--- src/rtl/scs_map.svh ---
`ifndef SCS_MAP_SVH
`define SCS_MAP_SVH

// Reference clock rate in MHz.
`define SCS_CLK_MHZ        40
// Watchdog timeout in nanoseconds, as a longest time it rounds down.
`define SCS_WDOG_NS        12800
`define SCS_WDOG_CYC       ((`SCS_WDOG_NS * `SCS_CLK_MHZ) / 1000)
// Width of the watchdog counter.
`define SCS_WDOG_W         10
// Internal register address width and its split.
`define SCS_ADDR_W         12
`define SCS_ADDR_HI_MSB    11
`define SCS_ADDR_HI_LSB    8
`define SCS_ADDR_LO_MSB    7
// Addressing byte fields.
`define SCS_ID_MSB         7
`define SCS_ID_LSB         5
`define SCS_AHI_MSB        4
`define SCS_AHI_LSB        1
`define SCS_RW_BIT         0
// All-ones identifier answered by every slave.
`define SCS_BCAST_ID       3'h7
// Reset values.
// Bus lines idle high, so their edge history resets to that level.
`define SCS_LINE_IDLE      3'h7
`define SCS_ADDR_RST       12'h000
`define SCS_BYTE_RST       8'h00
`define SCS_BIT_LAST       3'h7
`define SCS_BIT_RST        3'h0

`endif

--- src/rtl/scs_pkg.sv ---
package scs_pkg;

	// Slave sequencer states.
	typedef enum logic [3:0] {
		SCS_IDLE,
		SCS_ADDR,
		SCS_ADDR_ACK,
		SCS_WR_BYTE,
		SCS_WR_ACK,
		SCS_RD_LOAD,
		SCS_RD_BYTE,
		SCS_RD_ACK,
		SCS_SKIP
	} scs_state_e;

endpackage : scs_pkg

--- src/rtl/scs_slave.sv ---
// Function
// - Everything runs on reference clock; lines sampled.
// - Watchdog restarts per falling edge, 12.8 us timeout.
// - Watchdog armed at first fall, stopped by stop.
// - Address split: four in addressing byte, eight next.
// - Upper address bits taken only on writes.
// - Address counter advances after each data acknowledge.
// - Answer to strapped chip identifier.
// - Answer broadcast identifier; master never reads broadcast.
// - Direction may change after repeated start.
// - Reads start at current address counter.
// - All flip-flops use asynchronous reset only.
// - Flip-flops reset to zero or documented defaults.
// - Reset asserts asynchronously, releases through synchronizer.
`include "scs_map.svh"
`timescale 1ns/1ps
`default_nettype none

module scs_slave #(
	parameter int WDOG_CYC = `SCS_WDOG_CYC
) (
	input  wire logic                     i_ref_clk,             // Reference clock.
	input  wire logic                     i_rstn,                // Active-low reset pin.
	input  wire logic                     i_scl,                 // Bus serial clock pin.
	input  wire logic                     i_sda_in,              // Bus data pin level.
	output logic                          o_sda_out,             // Bus data drive value.
	output logic                          o_sda_oe,              // High while pulling data low.
	input  wire logic [2:0]               i_chip_select_straps,  // Strapped identifier pins.
	output logic [`SCS_ADDR_W-1:0]        o_reg_addr,            // Current register address.
	output logic [7:0]                    o_reg_wdata,           // Write data byte.
	output logic                          o_reg_wr,              // One-cycle write strobe.
	input  wire logic [7:0]               i_reg_rdata            // Read data at o_reg_addr.
);

	// Refuse a watchdog too short to separate two edges or too wide for its counter.
	if (WDOG_CYC < 2 || WDOG_CYC >= (1 << `SCS_WDOG_W)) begin : g_chk
		$error("WDOG_CYC out of range");
	end

	logic [1:0]               rst_sync_ff;     // Reset release synchronizer.
	logic                     rst_n;           // Internal reset for all logic after the synchronizer.
	logic [2:0]               scl_sync_ff;     // Serial clock sync plus history.
	logic [2:0]               sda_sync_ff;     // Serial data sync plus history.
	logic [2:0]               id_meta_ff;      // Strap synchronizer first stage.
	logic [2:0]               id_ff;           // Strap synchronizer second stage.
	scs_pkg::scs_state_e      state_ff;        // Sequencer state.
	logic [2:0]               bit_ff;          // Bit position within a byte.
	logic [7:0]               shift_ff;        // Receive and transmit shifter.
	logic                     first_ff;        // Next write byte is the low address.
	logic                     full_ff;         // All eight bits of the byte are in.
	logic                     nack_ff;         // Master declined the last read byte.
	logic                     wdog_on_ff;      // Watchdog armed.
	logic [`SCS_WDOG_W-1:0]   wdog_cnt_ff;     // Cycles since last falling edge.
	logic [`SCS_ADDR_W-1:0]   addr_ff;         // Address counter.
	logic [7:0]               wdata_ff;        // Write data register.
	logic                     wr_ff;           // Write strobe register.
	logic                     sda_oe_ff;       // Data line pull-down enable.
	logic                     sda_out_ff;      // Constant low drive value.
	logic                     scl_rise;        // Serial clock rose.
	logic                     scl_fall;        // Serial clock fell.
	logic                     start_det;       // Data fell while clock high.
	logic                     stop_det;        // Data rose while clock high.
	logic                     wdog_trip;       // Watchdog timeout reached.
	logic                     id_match;        // Addressing byte selects us.
	logic [7:0]               rx_byte;         // Byte including the bit just sampled.

	// The pin reset clears asynchronously; release waits two clock edges so that
	// no flip-flop sees its reset removed close to a clock edge.
	always_ff @(posedge i_ref_clk or negedge i_rstn) begin
		if (!i_rstn) begin
			rst_sync_ff <= 2'h0;
		end else begin
			rst_sync_ff <= {rst_sync_ff[0], 1'b1};
		end
	end
	assign rst_n = rst_sync_ff[1];

	// Bus lines are plain inputs: two flops to synchronize, a third for edges.
	always_ff @(posedge i_ref_clk or negedge rst_n) begin
		if (!rst_n) begin
			scl_sync_ff <= `SCS_LINE_IDLE;
			sda_sync_ff <= `SCS_LINE_IDLE;
		end else begin
			scl_sync_ff <= {scl_sync_ff[1:0], i_scl};
			sda_sync_ff <= {sda_sync_ff[1:0], i_sda_in};
		end
	end

	// Straps are static but still come from pins, so they are synchronized too.
	always_ff @(posedge i_ref_clk or negedge rst_n) begin
		if (!rst_n) begin
			id_meta_ff <= 3'h0;
			id_ff      <= 3'h0;
		end else begin
			id_meta_ff <= i_chip_select_straps;
			id_ff      <= id_meta_ff;
		end
	end

	// Edge and condition detection works on the synchronized copies only.
	assign scl_rise  = scl_sync_ff[1] & ~scl_sync_ff[2];
	assign scl_fall  = ~scl_sync_ff[1] & scl_sync_ff[2];
	assign start_det = scl_sync_ff[1] & scl_sync_ff[2] & ~sda_sync_ff[1] & sda_sync_ff[2];
	assign stop_det  = scl_sync_ff[1] & scl_sync_ff[2] & sda_sync_ff[1] & ~sda_sync_ff[2];
	assign wdog_trip = wdog_on_ff && (wdog_cnt_ff >= WDOG_CYC[`SCS_WDOG_W-1:0]);
	assign rx_byte   = {shift_ff[6:0], sda_sync_ff[1]};
	assign id_match  = (shift_ff[`SCS_ID_MSB:`SCS_ID_LSB] == id_ff) ||
	                   (shift_ff[`SCS_ID_MSB:`SCS_ID_LSB] == `SCS_BCAST_ID);

	// Watchdog: armed by the first falling edge of a frame, restarted by every
	// falling edge, disarmed by a stop or by its own timeout. A master slower
	// than the timeout is therefore cut off mid-frame.
	always_ff @(posedge i_ref_clk or negedge rst_n) begin
		if (!rst_n) begin
			wdog_on_ff  <= 1'b0;
			wdog_cnt_ff <= '0;
		end else if (stop_det || wdog_trip) begin
			wdog_on_ff  <= 1'b0;
			wdog_cnt_ff <= '0;
		end else if (scl_fall && state_ff != scs_pkg::SCS_IDLE) begin
			wdog_on_ff  <= 1'b1;
			wdog_cnt_ff <= '0;
		end else if (wdog_on_ff) begin
			wdog_cnt_ff <= wdog_cnt_ff + 1'b1;
		end
	end

	// Bit counter and shifter: data is sampled on rising clock edges and,
	// while reading, the next bit is presented after each falling edge.
	always_ff @(posedge i_ref_clk or negedge rst_n) begin
		if (!rst_n) begin
			bit_ff   <= `SCS_BIT_RST;
			shift_ff <= `SCS_BYTE_RST;
			full_ff  <= 1'b0;
		end else if (start_det) begin
			bit_ff  <= `SCS_BIT_RST;
			full_ff <= 1'b0;
		end else begin
			case (state_ff)
				// The bit counter alone cannot tell a full byte from the falling
				// edge that closes a start, so the eighth rise is remembered.
				scs_pkg::SCS_ADDR, scs_pkg::SCS_WR_BYTE: begin
					if (scl_rise) begin
						shift_ff <= rx_byte;
						bit_ff   <= bit_ff + 1'b1;
						full_ff  <= (bit_ff == `SCS_BIT_LAST);
					end
				end
				scs_pkg::SCS_RD_LOAD: begin
					shift_ff <= i_reg_rdata;
					bit_ff   <= `SCS_BIT_RST;
				end
				scs_pkg::SCS_RD_BYTE: begin
					if (scl_fall) begin
						shift_ff <= {shift_ff[6:0], 1'b0};
						bit_ff   <= bit_ff + 1'b1;
					end
				end
				default: begin
					bit_ff  <= `SCS_BIT_RST;
					full_ff <= 1'b0;
				end
			endcase
		end
	end

	// Sequencer. Start wins over every state so a repeated start can turn the
	// direction round inside one frame; stop and timeout win even over start and return to idle.
	always_ff @(posedge i_ref_clk or negedge rst_n) begin
		if (!rst_n) begin
			state_ff <= scs_pkg::SCS_IDLE;
			first_ff <= 1'b0;
			nack_ff  <= 1'b0;
		end else if (wdog_trip || stop_det) begin
			state_ff <= scs_pkg::SCS_IDLE;
		end else if (start_det) begin
			state_ff <= scs_pkg::SCS_ADDR;
		end else begin
			case (state_ff)
				scs_pkg::SCS_IDLE: begin
					state_ff <= scs_pkg::SCS_IDLE;
				end
				scs_pkg::SCS_ADDR: begin
					// After the eighth bit, the falling edge opens the acknowledge slot.
					if (scl_fall && full_ff) begin
						if (id_match) begin
							state_ff <= scs_pkg::SCS_ADDR_ACK;
							first_ff <= ~shift_ff[`SCS_RW_BIT];
						end else begin
							state_ff <= scs_pkg::SCS_SKIP;
						end
					end
				end
				scs_pkg::SCS_ADDR_ACK: begin
					if (scl_fall) begin
						state_ff <= shift_ff[`SCS_RW_BIT] ? scs_pkg::SCS_RD_LOAD
						                                  : scs_pkg::SCS_WR_BYTE;
					end
				end
				scs_pkg::SCS_WR_BYTE: begin
					if (scl_fall && full_ff) begin
						state_ff <= scs_pkg::SCS_WR_ACK;
					end
				end
				scs_pkg::SCS_WR_ACK: begin
					if (scl_fall) begin
						state_ff <= scs_pkg::SCS_WR_BYTE;
						first_ff <= 1'b0;
					end
				end
				scs_pkg::SCS_RD_LOAD: begin
					state_ff <= scs_pkg::SCS_RD_BYTE;
				end
				scs_pkg::SCS_RD_BYTE: begin
					if (scl_fall && bit_ff == `SCS_BIT_LAST) begin
						state_ff <= scs_pkg::SCS_RD_ACK;
					end
				end
				scs_pkg::SCS_RD_ACK: begin
					if (scl_rise) begin
						nack_ff <= sda_sync_ff[1];
					end
					// A declined byte ends the read; the master then stops or restarts.
					if (scl_fall) begin
						state_ff <= nack_ff ? scs_pkg::SCS_SKIP : scs_pkg::SCS_RD_LOAD;
						nack_ff  <= 1'b0;
					end
				end
				scs_pkg::SCS_SKIP: begin
					state_ff <= scs_pkg::SCS_SKIP;
				end
				default: begin
					state_ff <= scs_pkg::SCS_IDLE;
				end
			endcase
		end
	end

	// Address counter and write port. The low address byte and the data bytes
	// are both taken in the first cycle of our acknowledge, when the pull-down
	// starts, so the strobe never runs ahead of the acknowledge.
	always_ff @(posedge i_ref_clk or negedge rst_n) begin
		if (!rst_n) begin
			addr_ff  <= `SCS_ADDR_RST;
			wdata_ff <= `SCS_BYTE_RST;
			wr_ff    <= 1'b0;
		end else begin
			wr_ff <= 1'b0;
			if (state_ff == scs_pkg::SCS_ADDR && scl_fall && full_ff &&
			    id_match && !shift_ff[`SCS_RW_BIT]) begin
				addr_ff[`SCS_ADDR_HI_MSB:`SCS_ADDR_HI_LSB] <=
					shift_ff[`SCS_AHI_MSB:`SCS_AHI_LSB];
			end else if (state_ff == scs_pkg::SCS_WR_ACK && !sda_oe_ff) begin
				if (first_ff) begin
					addr_ff[`SCS_ADDR_LO_MSB:0] <= shift_ff;
				end else begin
					wdata_ff <= shift_ff;
					wr_ff    <= 1'b1;
				end
			end else if (state_ff == scs_pkg::SCS_WR_ACK && scl_fall && !first_ff) begin
				addr_ff <= addr_ff + 1'b1;
			end else if (state_ff == scs_pkg::SCS_RD_ACK && scl_fall) begin
				addr_ff <= addr_ff + 1'b1;
			end
		end
	end

	// Data line drive: pulled low for our acknowledges and for zero read bits.
	always_ff @(posedge i_ref_clk or negedge rst_n) begin
		if (!rst_n) begin
			sda_oe_ff  <= 1'b0;
			sda_out_ff <= 1'b0;
		end else begin
			sda_out_ff <= 1'b0;
			case (state_ff)
				scs_pkg::SCS_ADDR_ACK, scs_pkg::SCS_WR_ACK: begin
					sda_oe_ff <= 1'b1;
				end
				scs_pkg::SCS_RD_BYTE: begin
					sda_oe_ff <= ~shift_ff[7];
				end
				default: begin
					sda_oe_ff <= 1'b0;
				end
			endcase
		end
	end

	assign o_sda_out   = sda_out_ff;
	assign o_sda_oe    = sda_oe_ff;
	assign o_reg_addr  = addr_ff;
	assign o_reg_wdata = wdata_ff;
	assign o_reg_wr    = wr_ff;

endmodule : scs_slave

`default_nettype wire

--- config.mk ---
export PLATFORM = sky130hd
export DESIGN_NAME = scs_slave
export DESIGN_NICKNAME = d
export VERILOG_FILES = /design/src/rtl/scs_pkg.sv /design/src/rtl/scs_slave.sv
export VERILOG_INCLUDE_DIRS = /design/src /design/src/rtl
export SDC_FILE = /design/constraint.sdc
export NUM_CORES = 1
export LEC_CHECK = 0
export BUFFER_PORTS_ARGS = -buffer_cell sky130_fd_sc_hd__buf_2
export CAP_MARGIN = 30
export CORE_MARGIN = 1
export CORE_UTILIZATION = 31
export DETAILED_ROUTE_END_ITERATION = 8
export PLACE_DENSITY = 0.6
export REMOVE_ABC_BUFFERS = 1
export SLEW_MARGIN = 0
export SYNTH_ARGS = -nofsm -noshare
export SYNTH_HDL_FRONTEND = slang
export SYNTH_SLANG_ARGS = --single-unit
--- constraint.sdc ---
create_clock -name i_ref_clk -period 3.47 [get_ports i_ref_clk]
set_clock_uncertainty 0.15 [all_clocks]
set_input_delay 0 -clock i_ref_clk [delete_from_list [all_inputs] [get_ports i_ref_clk]]
set_output_delay 0 -clock i_ref_clk [all_outputs]
set_load 0.01 [all_outputs]
---- After elaboration in Yosys (flattened, before gate mapping) ----
Index checks and enable logic that the tools add are counted.
storage, ports and cells
  bits in registers ....................... 65
  output and inout bits ................... 23
  input bits .............................. 15
cells by class
  magnitude comparators ................... 1
  add/sub/neg operators ................... 3
  bitwise operators ....................... 17
  equal/unequal tests ..................... 27
  reductions and logical operators ........ 37
  muxes and demuxes ....................... 43
operator list
  kind                   count
  $mux 4                 12
  $mux 8                 4
  $pmux 4 s8             1
  $mux 10                3
  $mux 12                2
  $ne 4x4->1 const B     6
  $pmux 8 s3             1
  $eq 4x3->1 const B     4
  $ne 2x2->1 const B     7
  $add 12x1->12 const B  1
  $logic_and 1x1->1      12
  $mux 1                 12
  $mux 3                 4
  $reduce_and 6->1       2
  $reduce_bool 3->1      4
  $add 10x1->10 const B  1
  $ge 10x10->1 const B   1
  $not 1->1              10
  $eq 4x2->1 const B     2
  $reduce_and 4->1       2
  $and 1x1->1            7
  $eq 3x3->1 const B     2
  $ne 3x3->1 const B     2
  $pmux 1 s2             3
  13 further kinds       23

---- Depth between registers and ports, before layout ----
  depth in word-level cells ............... 8
  depth in mapped cells ................... 10
  mapped depth without buffers ............ 8

---- Worst setup path after synthesis ----
OpenSTA, ideal clock, no wires.
  path type ............................... register to register
  start point ............................. register scl_sync_ff[2]
  end point ............................... register addr_ff[10] (netlist: o_reg_addr[10])
  clock period less this slack ............ 2.124 ns
  slack ................................... 1.346 ns
  path buffers ............................ 1
  cell stages (with the launch flop) ...... 7
  library setup time ...................... 0.126 ns
  data required time ...................... 3.194 ns
  arrival time ............................ 1.848 ns
  path through ............................ dfstp_2 > ha_1 > clkbuf_1 > nand4_1 > a211oi_4 > nor3_1 > a221o_1
on the way
  word-level cells in the longest chain between the ends .. 7
  elaborated cells between the ends (all ways) .. 14
  classes of those cells .................. eq/ne (1); mux (3); bitwise (1); reduce/logical (9)
ends and longest elaborated chain
  element                                                           line              source
  from (decl)                                                       scs_slave.sv:42   logic [2:0] scl_sync_ff;
  from (signal assigned)                                            scs_slave.sv:81   scl_sync_ff <= `SCS_LINE_IDLE;
  from (signal assigned)                                            scs_slave.sv:84   scl_sync_ff <= {scl_sync_ff[1:0], i_scl};
  $and 1x1->1 (*)                                                   scs_slave.sv:102  assign scl_fall = ~scl_sync_ff[1] & scl_sync_ff[2];
  $logic_and 1x1->1 (4 in a row)                                    scs_slave.sv:249  if (state_ff == scs_pkg::SCS_ADDR && scl_fall && full_ff &&
  $ne 2x2->1 (no source line) or $reduce_bool 3->1 (tied branches)  --
  $reduce_and 2->1 (no source line)                                 --
  to (signal, indexed assignment)                                   scs_slave.sv:251  addr_ff[`SCS_ADDR_HI_MSB:`SCS_ADDR_HI_LSB] <=
  to (signal, indexed assignment)                                   scs_slave.sv:255  addr_ff[`SCS_ADDR_LO_MSB:0] <= shift_ff;
  to (signal assigned)                                              scs_slave.sv:261  addr_ff <= addr_ff + 1'b1;
  to (decl)                                                         scs_slave.sv:54   logic [`SCS_ADDR_W-1:0] addr_ff;
Every way passes the cells marked *; elsewhere a longest branch is shown, timed or not. The select of a mux whose other input is x is not followed.
A chain may end at the register's enable or synchronous reset.

---- Final worst setup path ----
  start point ............................. register state_ff[1]
  end point ............................... register addr_ff[10] (netlist: o_reg_addr[10])
on the way
  word-level cells in the longest chain between the ends .. 7
  elaborated cells between the ends (all ways) .. 17
  classes of those cells .................. eq/ne (4); mux (3); reduce/logical (10)
ends and longest elaborated chain
  element                                                           line              source
  from (decl)                                                       scs_slave.sv:46   scs_pkg::scs_state_e state_ff;
  from (signal assigned)                                            scs_slave.sv:171  state_ff <= scs_pkg::SCS_IDLE;
  from (signal assigned)                                            scs_slave.sv:175  state_ff <= scs_pkg::SCS_IDLE;
  from (signal assigned)                                            scs_slave.sv:177  state_ff <= scs_pkg::SCS_ADDR;
  $eq 4x1->1                                                        scs_slave.sv:249
  $logic_and 1x1->1 (4 in a row)                                    scs_slave.sv:249
  $ne 2x2->1 (no source line) or $reduce_bool 3->1 (tied branches)  --
  $reduce_and 2->1 (no source line)                                 --
Parallel ways exist; a longest one is shown, timed or not. The select of a mux whose other input is x is not followed.

==> impl_metrics.ini <==
[critical_path]
arrival_ns = 2.65
slowest_delay_ns = 0.62
crit_slowest_cell = dfrtp_1
endpoint_kind = flip-flop
cp.required_ns = 3.56
crit_chain = or2_1, or3_1, nand2_2, nor3_1, nor3_1, a221o_1
cpMostUsedCell = nor3_1
crit_type = flip-flop to flip-flop
start_kind = flip-flop
reg2reg_slack_ns = 0.91
path_max_fanout = 17

[layout]
final_core_util = 0.387
n_antenna_cell = 0
areaGrowthSynthToFinish_pct = 19.5
fin_area_um2 = 4050
fill_cells = 1060
final_cells = 536
final_nets = 419
drive_gt1_frac = 0.213

[pwr]
leakagePower_uw = 0.00175
power.density_nw_per_um2 = 718
total_power_uw = 2910
peakVddDrop_mv = 0.290

[synthesis]
synth.area.mux_share = 0.0535
synth-simple-area-share = 0.185
syn_area_um2 = 3390
yosysUniqueCellTypes = 62
ys.flop_type = dfrtp_1
synth_edf_count = 0
synthCells = 344
postSynthAreaPerCell_um2 = 9.86
synth.yosys.seq_area_share = 0.482
synth_compound_gate_area_share = 0.196
synth-adder-area-share = 0.0295
ys_warn_count = 0
ys_seq_elements = 65
async_flop_share = 1.00
synth.area.top_cells = dfrtp_1, dfstp_2, o21ai_0
yosysTopAreaCellShare = 0.435
synth_top_family_by_area = compound AO/OA/AOI/OAI gates
yosys.area_share.xor_xnor = 0.00775
yosys.area.top_type = dfrtp_1

[timing]
rsz0062_at_grt = false
setup_viol_count_final = 0
final.period_utilization = 0.737
final-max-slew-violation-count = 0
worst_pin_slew_ns = 0.906
fmax_mhz = 391
fin_crit_ns = 2.56
timing_hold_violations_final = 0
slew_headroom = 0.392
fin_setup_tns_ns = 0

[flow_run]
cap_violations = 0

[grt]
grt_pass1_vias = 2599
antenna_found_initial = 0
grt.overflow.total = 0
grt_pass1_wl_um = 12600
grt_max_degree = 45
grt_util_all_layers = 0.144

[drt]
avgViaCountPerCell = 5.09
drc = 0
ant_nets = 0
drt-wirelength-per-cell_um = 14.1
drtIter0Drc = 223
firstDrtPassIters = 4
drt-total-wl_um = 7550
dr_total_vias = 2730

[floorplanning]
die_w_um = 107
die-area_um2 = 11400
core-area_um2 = 10500
io_pins = 38
fp.dieH_um = 107
rows = 37
initial_core_util = 0.324

[placed_design]
place_congestion = 0.850
placed_area_um2 = 3680
dp.cells = 505
numPortBuffers = 36
hpwl_um = 5280

[clock_tree]
htreeDepth = 3
clkLatencyLatePin_ns = 0.35
cts-resized-gates = 0
cts-root-buf = clkbuf_8
clockBufferDepth = 2
numCtsBuffers = 9
clk_pin_slew_worst_paths_ns = 0.08
cts.sinks = 65
cts_tree = done

[min_path]
hold_path.class = flip-flop to async pin

[outcome]
status = completed
-- layout make-up --
| class | instances | area (um^2) | share of cell area |
|---|---|---|---|
| flip-flops and latches | 65 | 1640 | 0.404 |
| well taps | 136 | 170 | 0.0420 |
| multi-input cells | 249 | 1610 | 0.396 |
| repair buffers | 56 | 380 | 0.0939 |
| clock buffers | 11 | 151 | 0.0374 |
| clock inverters | 4 | 52.6 | 0.0130 |
| inverters | 15 | 56.3 | 0.0139 |
-- worst max-delay path: cells and delay by family (launching register included) --
kind / cells / cell delay [ns]
simple gates: 5 / 1.41
flops: 1 / 0.62
compound gates: 1 / 0.26
-- timing repair --
action | 4_1_cts | 5_1_grt
setup buffers | 0 | 0
hold buffers | 15 | 0
hold endpoints to repair | 15 | 0
-- Yosys cell counts (2+ instances only) --
| library cell | number |
|---|---|
| inv_1 | 15 |
| clkbuf_1 | 5 |
| nand3_1 | 12 |
| dfrtp_1 | 59 |
| xor2_1 | 2 |
| o21ai_0 | 30 |
| dfstp_2 | 6 |
| o22ai_1 | 3 |
| buf_6 | 3 |
| a22oi_1 | 4 |
| a21oi_1 | 26 |
| nor2_1 | 31 |
| nor3_1 | 7 |
| nor3_2 | 2 |
| a22o_1 | 5 |
| mux2_2 | 9 |
| nand2b_1 | 8 |
| a31oi_1 | 2 |
| or3_1 | 3 |
| nor2b_1 | 2 |
| nand4_1 | 6 |
| buf_4 | 3 |
| buf_2 | 3 |
| o21a_1 | 2 |
| nand3b_1 | 3 |
| a211oi_1 | 2 |
| a211o_1 | 3 |
| ha_1 | 8 |
| nor4_1 | 2 |
| mux2i_1 | 8 |
| and3_1 | 9 |
| nand2_1 | 30 |
| conb_1 | 2 |
-- worst paths after layout --
check / start / endpoint / depth (start not counted)
min reg2reg: rst_sync_ff[1] / wdog_cnt_ff[0] / 0
min in group i_ref_clk: i_sda_in / sda_sync_ff[0] / 2
max: state_ff[1] / o_reg_addr[10] / 6
min: rst_sync_ff[1] / wdog_cnt_ff[0] / 0
max reg2reg: state_ff[1] / o_reg_addr[10] / 6
max in group asynchronous: rst_sync_ff[1] / o_reg_addr[11] / 2
-- where the power goes --
part / switching (uW) / total (uW) / internal, uW
Combinational: 590 / 1040 / 452
Clock: 300 / 667 / 367
Sequential: 261 / 1200 / 941
Total: 1150 / 2910 / 1760
-- cells by family after synthesis --
kind of cell	Yosys count
AOI/OAI and AO/OA	96
adders and majority gates	8
buffers and inverters	30
xor gates and xnor gates	3
other	2
DFF	65
and+or+nand+nor	123
muxes	17
-- sequential cells by signal, summed over array words and instances, names as in the netlist --
register     flops
id_ff            3
id_meta_ff       3
rst_sync_ff      2
o_reg_wr         1
wdog_on_ff       1
o_reg_addr      12
o_sda_oe         1
scl_sync_ff      3
sda_sync_ff      3
wdog_cnt_ff     10
o_reg_wdata      8
state_ff         4
shift_ff         8
nack_ff          1
first_ff         1
bit_ff           3
full_ff          1
-- metrics by stage --
step	setup WS [ns]	hold slack [ns]
3_5_place_dp	0.938	-0.364
4_1_cts	0.929	0.122
3_3_place_gp	1.03	-0.365
5_1_grt	0.680	0.0922
2_1_floorplan	1.14	-0.446
6_report	0.914	0.0522
-- cell usage in the layout (no fill, tap or decap), types with 3 or more instances in the layout --
master / n
or3_1: 3
nor3_1: 7
o22ai_1: 3
inv_1: 15
o21ai_0: 30
a21oi_1: 26
clkbuf_8: 11
nand2_1: 30
nor2_1: 31
nand2b_1: 8
mux2i_1: 8
buf_4: 4
dfrtp_1: 58
ha_1: 8
nand3b_1: 3
a211o_1: 3
clkinvlp_4: 3
a22o_1: 5
nand3_1: 12
and3_1: 9
nand4_1: 6
a22oi_1: 4
dfstp_2: 6
buf_2: 36
dlygate4sd3_1: 15
mux2_2: 9
-- routing by layer --
layer,up-vias,global-route usage,wire [um],share of wire
met5,-,0,0,0
met4,0,0.0597,60,0.0079
met3,4,0.0383,339,0.045
met2,71,0.217,3480,0.46
met1,1320,0.195,3680,0.49
li1,1335,-,-,-
No activity file was read; power rests on OpenSTA's default activity.
